==> config.mk <==
export PLATFORM = sky130hd
export DESIGN_NAME = iecd_top
export DESIGN_NICKNAME = d
export VERILOG_FILES = /design/src/hdl/iecd_pkg.sv /design/src/hdl/iecd_top.sv
export VERILOG_INCLUDE_DIRS = /design/src /design/src/hdl
export SDC_FILE = /design/constraint.sdc
export NUM_CORES = 1
export LEC_CHECK = 0
export BUFFER_PORTS_ARGS = -buffer_cell sky130_fd_sc_hd__clkbuf_2
export CELL_PAD_IN_SITES_DETAIL_PLACEMENT = 0
export CELL_PAD_IN_SITES_GLOBAL_PLACEMENT = 1
export CORE_MARGIN = 8
export CORE_UTILIZATION = 51
export DETAILED_ROUTE_END_ITERATION = 8
export PLACE_DENSITY = 0.81
export SYNTH_ARGS = -nofsm -noshare
export SYNTH_HDL_FRONTEND = slang
export SYNTH_SLANG_ARGS = --single-unit
==> constraint.sdc <==
create_clock -name CLK -period 5.9 [get_ports CLK]
set_input_delay 1.18 -clock CLK [delete_from_list [all_inputs] [get_ports CLK]]
set_output_delay 1.18 -clock CLK [all_outputs]
set_load 0.02 [all_outputs]
==> src/hdl/iecd_defines.svh <==
// Constants for the I2C port expander change-detect block.
// Assumes the includer compiles it once; the guard prevents double inclusion.
`ifndef IECD_DEFINES_SVH
`define IECD_DEFINES_SVH

// Fixed upper three slave-address bits of each port group.
`define IECD_GRPA_PREFIX 3'h6
`define IECD_GRPB_PREFIX 3'h5

// Class codes that the strap pins carry into the block.
`define IECD_STRAP_GND 2'h0
`define IECD_STRAP_VCC 2'h1
`define IECD_STRAP_SCL 2'h2
`define IECD_STRAP_SDA 2'h3

// Cycles the synchronised straps settle before they are captured.
`define IECD_STRAP_SETTLE 2'h3

// Reset values of the output groups before the straps are known.
`define IECD_OUTA_RESET 4'hf
`define IECD_OUTB_RESET 8'hff

// Bit-counter value that marks a complete byte.
`define IECD_BYTE_BITS 4'h8
`define IECD_LAST_BIT 4'h7

`endif

==> src/hdl/iecd_pkg.sv <==
// Types for the I2C port expander change-detect block.
// Assumes nothing beyond a SystemVerilog compiler.
package iecd_pkg;

    // Serial slave sequencer states.
    typedef enum logic [2:0] {
        ST_IDLE,
        ST_ADDR,
        ST_ADDR_ACK,
        ST_RD_DATA,
        ST_RD_ACK,
        ST_WR_DATA,
        ST_WR_ACK
    } iecd_state_e;

    // Two-bit strap class code.
    typedef logic [1:0] iecd_strap_t;

endpackage : iecd_pkg

==> src/hdl/iecd_top.sv <==
// I2C slave port expander with latched change detection on four inputs.
// Assumes SCL, SDA, straps and port pins arrive asynchronously; the pad logic builds open-drain wires from the enables.
// How it works
// Snapshot compared with inputs sets change flags.
// Address acknowledge reloads snapshot and clears flags.
// Two-byte read returns port data then flags.
// Longer reads alternate and resample per pair.
// Four-bit mask gates changes onto interrupt.
// Flags set regardless of mask bits.
// Flags stay set until next access.
// No interrupt during read; deferred to STOP.
// No STOP interrupt when change already read.
// Master starts transfers and drives the clock.
// SDA input and open drain; SCL input.
// Frame is START, address, data, STOP.
// START and STOP are SDA edges, SCL high.
// One bit per clock; SDA stable high.
// Ninth clock carries the receiver's low acknowledge.
// Device acks received bytes; master acks sent.
// Eighth address bit: low write, high read.
// Two addresses, prefixes 110 and 101.
// Four-level straps select the low address nibble.
// Grounded strap sets its output nibble low.
// Group access clears flags and interrupt at ack.
// Each written byte updates outputs and mask.
// Port byte carries inputs and output readback.
// Flags and mask align with port bits; interrupt low.
`timescale 1ns/1ps
`include "iecd_defines.svh"

module iecd_top (
    input wire logic CLK, // System clock, 20 MHz.
    input wire logic RST_N, // Asynchronous reset, active low.
    input wire logic SCL_IN, // Serial clock from the bus.
    input wire logic SDA_IN, // Serial data level on the bus.
    output logic SDA_OUT, // Serial data drive value, always low.
    output logic SDA_OE, // High while the block pulls SDA low.
    output logic INT_OE, // High while the open-drain interrupt is pulled low.
    input wire logic [3:0] MONITORED_INPUTS, // Four watched input ports.
    output logic GROUP_A_OUTPUT_0, // Group A output port 0.
    output logic GROUP_A_OUTPUT_1, // Group A output port 1.
    output logic GROUP_A_OUTPUT_6, // Group A output port 6.
    output logic GROUP_A_OUTPUT_7, // Group A output port 7.
    input wire logic [3:0] GROUP_A_READBACK, // Pin levels of outputs 7, 6, 1, 0.
    output logic [7:0] OUTPUT_GROUP_B, // Eight-output group.
    input wire logic [7:0] GROUP_B_READBACK, // Pin levels of the eight-output group.
    input iecd_pkg::iecd_strap_t ADDR_STRAP_LOW, // Class of the low strap pin.
    input iecd_pkg::iecd_strap_t ADDR_STRAP_HIGH // Class of the high strap pin.
);
    import iecd_pkg::*;

    localparam int PIN_W = 22; // Width of the bundle of asynchronous pins.

    // Synchroniser stages; only the second stage is read by logic.
    logic [PIN_W-1:0] sync1_r, sync1_nxt; // First stage.
    logic [PIN_W-1:0] sync2_r, sync2_nxt; // Second stage.
    logic scl_d_r, scl_d_nxt; // Delayed SCL for edge finding.
    logic sda_d_r, sda_d_nxt; // Delayed SDA for edge finding.

    // Sequencer state.
    iecd_state_e state_r, state_nxt; // Serial slave state.
    logic [3:0] cnt_r, cnt_nxt; // Bit counter within a byte.
    logic [7:0] shreg_r, shreg_nxt; // Shift register for both directions.
    logic rd_r, rd_nxt; // Current access is a read.
    logic grpb_r, grpb_nxt; // Current access targets the output group.
    logic pair_r, pair_nxt; // Next read byte is the flag byte.
    logic reading_r, reading_nxt; // Group A read in progress.
    logic sda_oe_r, sda_oe_nxt; // SDA pull-down enable.
    logic sda_out_r; // SDA drive value, held low.

    // Change detection and port state.
    logic [3:0] snap_r, snap_nxt; // Input snapshot.
    logic [3:0] flags_r, flags_nxt; // Sticky change flags.
    logic [3:0] hold_r, hold_nxt; // Flags captured for the second byte.
    logic [3:0] mask_r, mask_nxt; // Interrupt mask.
    logic [3:0] outa_r, outa_nxt; // Group A outputs 7, 6, 1, 0.
    logic [7:0] outb_r, outb_nxt; // Output group B.
    logic int_oe_r, int_oe_nxt; // Interrupt pull-down enable.

    // Strap capture.
    logic [1:0] strap_cnt_r, strap_cnt_nxt; // Settling counter.
    logic strap_done_r, strap_done_nxt; // Straps have been captured.
    logic [3:0] addr_r, addr_nxt; // Low address nibble from the straps.

    // Synchronised views of the pins.
    logic scl_s, sda_s, scl_rise, scl_fall, start_seen, stop_seen; // Bus lines and their events.
    logic [3:0] mon_s, rba_s;
    logic [7:0] rbb_s;
    iecd_strap_t strap_lo_s, strap_hi_s;
    logic [3:0] chg;
    logic [7:0] port_a;
    logic [1:0] hi_bits;
    logic sample;

    assign {scl_s, sda_s, mon_s, rba_s, rbb_s, strap_lo_s, strap_hi_s} = sync2_r;
    // SCL is only ever sampled, never driven. Edges are taken from the second stage and its delay.
    assign scl_rise = scl_s & ~scl_d_r;
    assign scl_fall = ~scl_s & scl_d_r;
    assign start_seen = scl_s & scl_d_r & sda_d_r & ~sda_s;
    assign stop_seen = scl_s & scl_d_r & ~sda_d_r & sda_s;
    // Inputs sit in bits 5..2; the outputs are read back from their pins, not their latches.
    assign port_a = {rba_s[3], rba_s[2], mon_s, rba_s[1], rba_s[0]};
    assign chg = snap_r ^ mon_s;

    // Synchroniser and edge-delay next values.
    always_comb begin
        sync1_nxt = {SCL_IN, SDA_IN, MONITORED_INPUTS, GROUP_A_READBACK, GROUP_B_READBACK,
                     ADDR_STRAP_LOW, ADDR_STRAP_HIGH};
        sync2_nxt = sync1_r;
        scl_d_nxt = scl_s;
        sda_d_nxt = sda_s;
    end

    // Synchroniser registers; idle bus levels are high.
    always_ff @(posedge CLK or negedge RST_N) begin
        if (!RST_N) begin
            sync1_r <= '1;
            sync2_r <= '1;
            scl_d_r <= 1'b1;
            sda_d_r <= 1'b1;
        end else begin
            sync1_r <= sync1_nxt;
            sync2_r <= sync2_nxt;
            scl_d_r <= scl_d_nxt;
            sda_d_r <= sda_d_nxt;
        end
    end

    // Strap decode; the straps are caught after release because a reset flop may only take constants.
    always_comb begin
        case (strap_hi_s)
            `IECD_STRAP_SCL: hi_bits = 2'h0;
            `IECD_STRAP_SDA: hi_bits = 2'h1;
            `IECD_STRAP_GND: hi_bits = 2'h2;
            default: hi_bits = 2'h3;
        endcase
        strap_cnt_nxt = strap_cnt_r;
        strap_done_nxt = strap_done_r;
        addr_nxt = addr_r;
        if (!strap_done_r) begin
            strap_cnt_nxt = 2'(strap_cnt_r + 2'h1);
            if (strap_cnt_r == `IECD_STRAP_SETTLE) begin
                strap_done_nxt = 1'b1;
                addr_nxt = {hi_bits, strap_lo_s};
            end
        end
    end

    // Sequencer, change detection, ports and interrupt next values.
    always_comb begin
        state_nxt = state_r;
        cnt_nxt = cnt_r;
        shreg_nxt = shreg_r;
        rd_nxt = rd_r;
        grpb_nxt = grpb_r;
        pair_nxt = pair_r;
        reading_nxt = reading_r;
        sda_oe_nxt = sda_oe_r;
        outa_nxt = outa_r;
        outb_nxt = outb_r;
        mask_nxt = mask_r;
        sample = ~strap_done_r; // The synchroniser resets high, so track the pins until settled.

        // Power-up defaults follow the straps once they are known.
        if (!strap_done_r && strap_cnt_r == `IECD_STRAP_SETTLE) begin
            outb_nxt = {(strap_hi_s == `IECD_STRAP_GND) ? 4'h0 : 4'hf,
                        (strap_lo_s == `IECD_STRAP_GND) ? 4'h0 : 4'hf};
            outa_nxt = {(strap_hi_s == `IECD_STRAP_GND) ? 2'h0 : 2'h3,
                        (strap_lo_s == `IECD_STRAP_GND) ? 2'h0 : 2'h3};
        end

        // START and STOP override any state, so a broken transfer always recovers.
        if (start_seen) begin
            state_nxt = ST_ADDR;
            cnt_nxt = 4'h0;
            sda_oe_nxt = 1'b0;
            reading_nxt = 1'b0;
        end else if (stop_seen) begin
            state_nxt = ST_IDLE;
            sda_oe_nxt = 1'b0;
            reading_nxt = 1'b0;
        end else begin
            case (state_r)
                ST_ADDR: begin
                    if (scl_rise) begin
                        shreg_nxt = {shreg_r[6:0], sda_s};
                        cnt_nxt = 4'(cnt_r + 4'h1);
                    end
                    if (scl_fall && cnt_r == `IECD_BYTE_BITS) begin
                        cnt_nxt = 4'h0;
                        rd_nxt = shreg_r[0];
                        grpb_nxt = (shreg_r[7:5] == `IECD_GRPB_PREFIX);
                        if (shreg_r[4:1] == addr_r && (shreg_r[7:5] == `IECD_GRPA_PREFIX ||
                            shreg_r[7:5] == `IECD_GRPB_PREFIX)) begin
                            state_nxt = ST_ADDR_ACK;
                            sda_oe_nxt = 1'b1;
                        end else begin
                            state_nxt = ST_IDLE;
                        end
                    end
                end
                ST_ADDR_ACK: begin
                    // The snapshot is taken inside the acknowledge clock, so a master that never clocks it leaves all alone.
                    if (scl_rise) begin
                        sample = 1'b1;
                        pair_nxt = 1'b1;
                        shreg_nxt = grpb_r ? rbb_s : port_a;
                        reading_nxt = rd_r & ~grpb_r;
                    end
                    if (scl_fall) begin
                        state_nxt = rd_r ? ST_RD_DATA : ST_WR_DATA;
                        sda_oe_nxt = rd_r & ~shreg_r[7];
                    end
                end
                ST_RD_DATA: begin
                    if (scl_fall) begin
                        if (cnt_r == `IECD_LAST_BIT) begin
                            cnt_nxt = 4'h0;
                            state_nxt = ST_RD_ACK;
                            sda_oe_nxt = 1'b0;
                        end else begin
                            cnt_nxt = 4'(cnt_r + 4'h1);
                            shreg_nxt = {shreg_r[6:0], 1'b0};
                            sda_oe_nxt = ~shreg_r[6];
                        end
                    end
                end
                ST_RD_ACK: begin
                    if (scl_rise) begin
                        if (sda_s) begin
                            state_nxt = ST_IDLE;
                        end else if (grpb_r) begin
                            shreg_nxt = rbb_s;
                        end else if (pair_r) begin
                            shreg_nxt = {2'h0, hold_r, 2'h0};
                            pair_nxt = 1'b0;
                        end else begin
                            shreg_nxt = port_a;
                            sample = 1'b1;
                            pair_nxt = 1'b1;
                        end
                    end
                    if (scl_fall) begin
                        state_nxt = ST_RD_DATA;
                        sda_oe_nxt = ~shreg_r[7];
                    end
                end
                ST_WR_DATA: begin
                    if (scl_rise) begin
                        shreg_nxt = {shreg_r[6:0], sda_s};
                        cnt_nxt = 4'(cnt_r + 4'h1);
                    end
                    if (scl_fall && cnt_r == `IECD_BYTE_BITS) begin
                        cnt_nxt = 4'h0;
                        state_nxt = ST_WR_ACK;
                        sda_oe_nxt = 1'b1;
                    end
                end
                ST_WR_ACK: begin
                    if (scl_rise) begin
                        if (grpb_r) begin
                            outb_nxt = shreg_r;
                        end else begin
                            outa_nxt = {shreg_r[7], shreg_r[6], shreg_r[1], shreg_r[0]};
                            mask_nxt = shreg_r[5:2];
                        end
                    end
                    if (scl_fall) begin
                        state_nxt = ST_WR_DATA;
                        sda_oe_nxt = 1'b0;
                    end
                end
                default: sda_oe_nxt = 1'b0; // ST_IDLE and the one unused code keep the data line released.
            endcase
        end

        // Flags are sticky and ignore the mask; a sample clears them while the held copy keeps the old ones.
        snap_nxt = sample ? mon_s : snap_r;
        hold_nxt = sample ? (flags_r | chg) : hold_r;
        flags_nxt = sample ? 4'h0 : (flags_r | chg);

        // A resample inside the read clears what was sent, so STOP raises only unread changes.
        int_oe_nxt = (|(flags_nxt & mask_r)) & ~reading_nxt;
    end

    // Sequencer and port registers.
    always_ff @(posedge CLK or negedge RST_N) begin
        if (!RST_N) begin
            state_r <= ST_IDLE;
            cnt_r <= 4'h0;
            shreg_r <= 8'h00;
            rd_r <= 1'b0;
            grpb_r <= 1'b0;
            pair_r <= 1'b0;
            reading_r <= 1'b0;
            sda_oe_r <= 1'b0;
            sda_out_r <= 1'b0;
            snap_r <= 4'h0;
            flags_r <= 4'h0;
            hold_r <= 4'h0;
            mask_r <= 4'h0;
            outa_r <= `IECD_OUTA_RESET;
            outb_r <= `IECD_OUTB_RESET;
            int_oe_r <= 1'b0;
            strap_cnt_r <= 2'h0;
            strap_done_r <= 1'b0;
            addr_r <= 4'h0;
        end else begin
            state_r <= state_nxt;
            cnt_r <= cnt_nxt;
            shreg_r <= shreg_nxt;
            rd_r <= rd_nxt;
            grpb_r <= grpb_nxt;
            pair_r <= pair_nxt;
            reading_r <= reading_nxt;
            sda_oe_r <= sda_oe_nxt;
            sda_out_r <= 1'b0;
            snap_r <= snap_nxt;
            flags_r <= flags_nxt;
            hold_r <= hold_nxt;
            mask_r <= mask_nxt;
            outa_r <= outa_nxt;
            outb_r <= outb_nxt;
            int_oe_r <= int_oe_nxt;
            strap_cnt_r <= strap_cnt_nxt;
            strap_done_r <= strap_done_nxt;
            addr_r <= addr_nxt;
        end
    end

    // Every output is a flop.
    assign SDA_OUT = sda_out_r;
    assign SDA_OE = sda_oe_r;
    assign INT_OE = int_oe_r;
    assign {GROUP_A_OUTPUT_7, GROUP_A_OUTPUT_6, GROUP_A_OUTPUT_1, GROUP_A_OUTPUT_0} = outa_r;
    assign OUTPUT_GROUP_B = outb_r;

endmodule : iecd_top

==> metrics <==
status finished clean; Multi-input gate area 0.00169 sq mm; top cells by count, synth dfstp_2 (58), nand2_1 (46), dfrtp_1 (44), o21ai_0 (34), mux2_2 (26); maxcap violations 0; # rows 34; floorplan core area 0.00859 sq mm; largest net degree at the start of global routing 57; Placed Cells 510; setup TNS 0 ps; drt drc 0; Cell Chain, Critical Path or3b_1 > nor2_4 > a21oi_2 > o21ai_2 > mux2_2; cell area after synthesis 0.00444 sq mm; mean post-synth cell area 11.6 sq um; power density over the cells 397 mW/mm^2; die area 0.0119 sq mm; worst vdd ir 0.000158 V; Vias 2,845; Synth area leader dfstp_2; clk_lat worst skew 370 ps; Cells after Synth 381; register bit count reported by yosys 102; Die X 109 microns; CTS tree done; Critical Path RT 6150 ps; most common cell in the netlist dfstp_2; CTS sink cnt 102; critical path class flip-flop to flip-flop; initial DRC count 199; Sequential cell area 0.00263 sq mm; post-CTS resize count 0; Fin. Hold Viols 0; Final Cycle Share 45.1%; wire length of the first global-routing pass 14,300 microns; fraction of registers with async set or reset after synthesis 100%; I/O pins 39; Total Wirelength 8420 microns; grt ovf 0; WP depth 5; Initial Util 51.6%; count of final setup violators 0; post-synthesis sequential area ratio 59.2%; EDFF count, synth 0; CP peak stage delay 800 ps; fill count 748; CP startpoint kind flip-flop; layout cells sized above 1 35.9%; Clock Skews 11.7 ps; crit end category flip-flop; fin cells 526; final layout net count 443; PortBufs 37; antenna violations before repair 0; Synth Flop Type dfstp_2; number of global-route vias before repair 2,858; headroom to the max-slew limit 31.9%; Worst setup startpoint state_r[2]$_DFFE_PN0P_; n_diodes 0; RSZ-0062 raised after global routing false; P_leak 2.04 nW; clk slew on worst S/H paths 100 ps; post-CTS setup buffer count 0; Net Count, Synth 411; worst slew pin tran 1020 ps; Die H 109 microns; worst reg2reg startpoint state_r[2]$_DFFE_PN0P_; Critical Path Fanout Max 26; drt pass-1 iters 5; root buf cell clkbuf_8; H-tree depth 3; crit path buf inv count 0; kind of cell adding the most delay to the critical path flip-flops; Area Overhead vs Synth 9.90%; max-slew violation count 0; Yosys warning count 0; clock period minus worst slack 2660 ps; Critical Path Sink hold_r[3]$_DFFE_PN0P_; Synth top area share 34.4%; final hold slack 359 ps; DP Wirelength 5930 microns; Hold Crit Class flip-flop to flip-flop; hold buffers post-CTS 0; reg2reg setup slack 3240 ps; reg-to-reg endpoint hold_r[3]$_DFFE_PN0P_; Routed Antenna Nets 0; CP max-delay cell dfrtp_1; R2R cell count 5; WL/cell 16.0 microns; clk buf depth 2; gr usage total 15.4%; Synth cell types 62; dominant cells by area after synthesis dfstp_2 (34%), dfrtp_1 (25%), mux2_2 (6.6%); CTS Buf Count 9; final RePlAce weighted congestion 0.816; Via density 5.41; Fmax 375 MHz; CP arrival 2910 ps
[flip-flops by register name, indices dropped and copies added (netlist names), 8 cells and up]
signal          count
sync1_r            22
OUTPUT_GROUP_B      8
shreg_r             8
sync2_r            22
[how the worst min path moves through the flow]
stage / start / end / slack, ps / depth (start not counted)
2_1_floorplan: sync1_r[0]$_DFF_PN1_ / sync2_r[0]$_DFF_PN1_ / 350 / 0
3_3_place_gp: sync1_r[19]$_DFF_PN1_ / sync2_r[19]$_DFF_PN1_ / 350 / 0
3_5_place_dp: sync1_r[9]$_DFF_PN1_ / sync2_r[9]$_DFF_PN1_ / 350 / 0
4_1_cts: sync1_r[20]$_DFF_PN1_ / sync2_r[20]$_DFF_PN1_ / 360 / 0
5_1_grt: sync1_r[3]$_DFF_PN1_ / sync2_r[3]$_DFF_PN1_ / 360 / 0
6_report: sync1_r[20]$_DFF_PN1_ / sync2_r[20]$_DFF_PN1_ / 360 / 0
[worst reg2reg max path: cells and delay by family (launching register included)]
family,cells,cell delay [ps]
and+or+nand+nor,2,780
AOI/OAI and AO/OA,2,580
DFF,1,800
muxes,1,400
[metrics by stage]
step                worst slack [ps]  util, %  power [mW]  instance area, sq um
global route                    3080     56.7        2.07                  4870
CTS                             3260     56.7        1.95                  4870
floorplan                       3840        -        1.39                  4440
global placement                3360     54.5        1.52                  4680
finish                          3240     56.7        1.94                  4870
detailed placement              3270     54.5        1.53                  4680
[logic make-up after synthesis]
group	Yosys count	synth area share (%)
AO/OA/AOI/OAI	81	11.7
XOR/XNOR	11	2.17
adder cells (fa/ha/maj)	6	1.69
buffers and inverters	27	2.76
flip-flops	102	59.2
multiplexers	29	7.28
other	1	0.0845
AND/OR/NAND/NOR	124	15.2
[power breakdown]
| part | internal [mW] | total, mW | switching, mW |
|---|---|---|---|
| Sequential | 0.830 | 0.995 | 0.164 |
| Clock | 0.163 | 0.415 | 0.252 |
| Combinational | 0.273 | 0.528 | 0.255 |
| Total | 1.27 | 1.94 | 0.671 |
[layout make-up]
cell class | instances | area share, %
Sequential cell | 102 | 53.9
Multi-Input combinational cell | 252 | 34.6
Timing Repair Buffer | 39 | 4.16
Tap cell | 108 | 2.77
Clock buffer | 9 | 2.54
Clock inverter | 7 | 1.36
Inverter | 9 | 0.693
[metal layers]
metal | wire length (microns) | GRT usage (%) | vias up
met2 | 4080 | 24.1 | 51
met5 | 0 | 0 | -
li1 | - | - | 1390
met1 | 3950 | 20.6 | 1393
met3 | 261 | 2.78 | 11
met4 | 128 | 6.75 | 0
[layout by cell type (no fill, tap or decap), drive strengths merged, types with 2 or more instances in the layout]
cell	n
nor3b	2
or2	3
clkinvlp	2
nor2	20
nand4b	2
dfrtp	44
nor3	4
nand3b	6
nand3	5
buf	3
nor2b	9
clkinv	2
mux2i	3
and2	2
nand2	46
mux2	26
ha	6
or3b	2
inv	12
a221o	6
xnor2	7
clkbuf	45
xor2	4
a2bb2oi	2
and3	2
a221oi	3
nand2b	10
dfstp	58
o21ai	36
or3	3
a21oi	19
No activity file was read; power rests on OpenSTA's default activity.
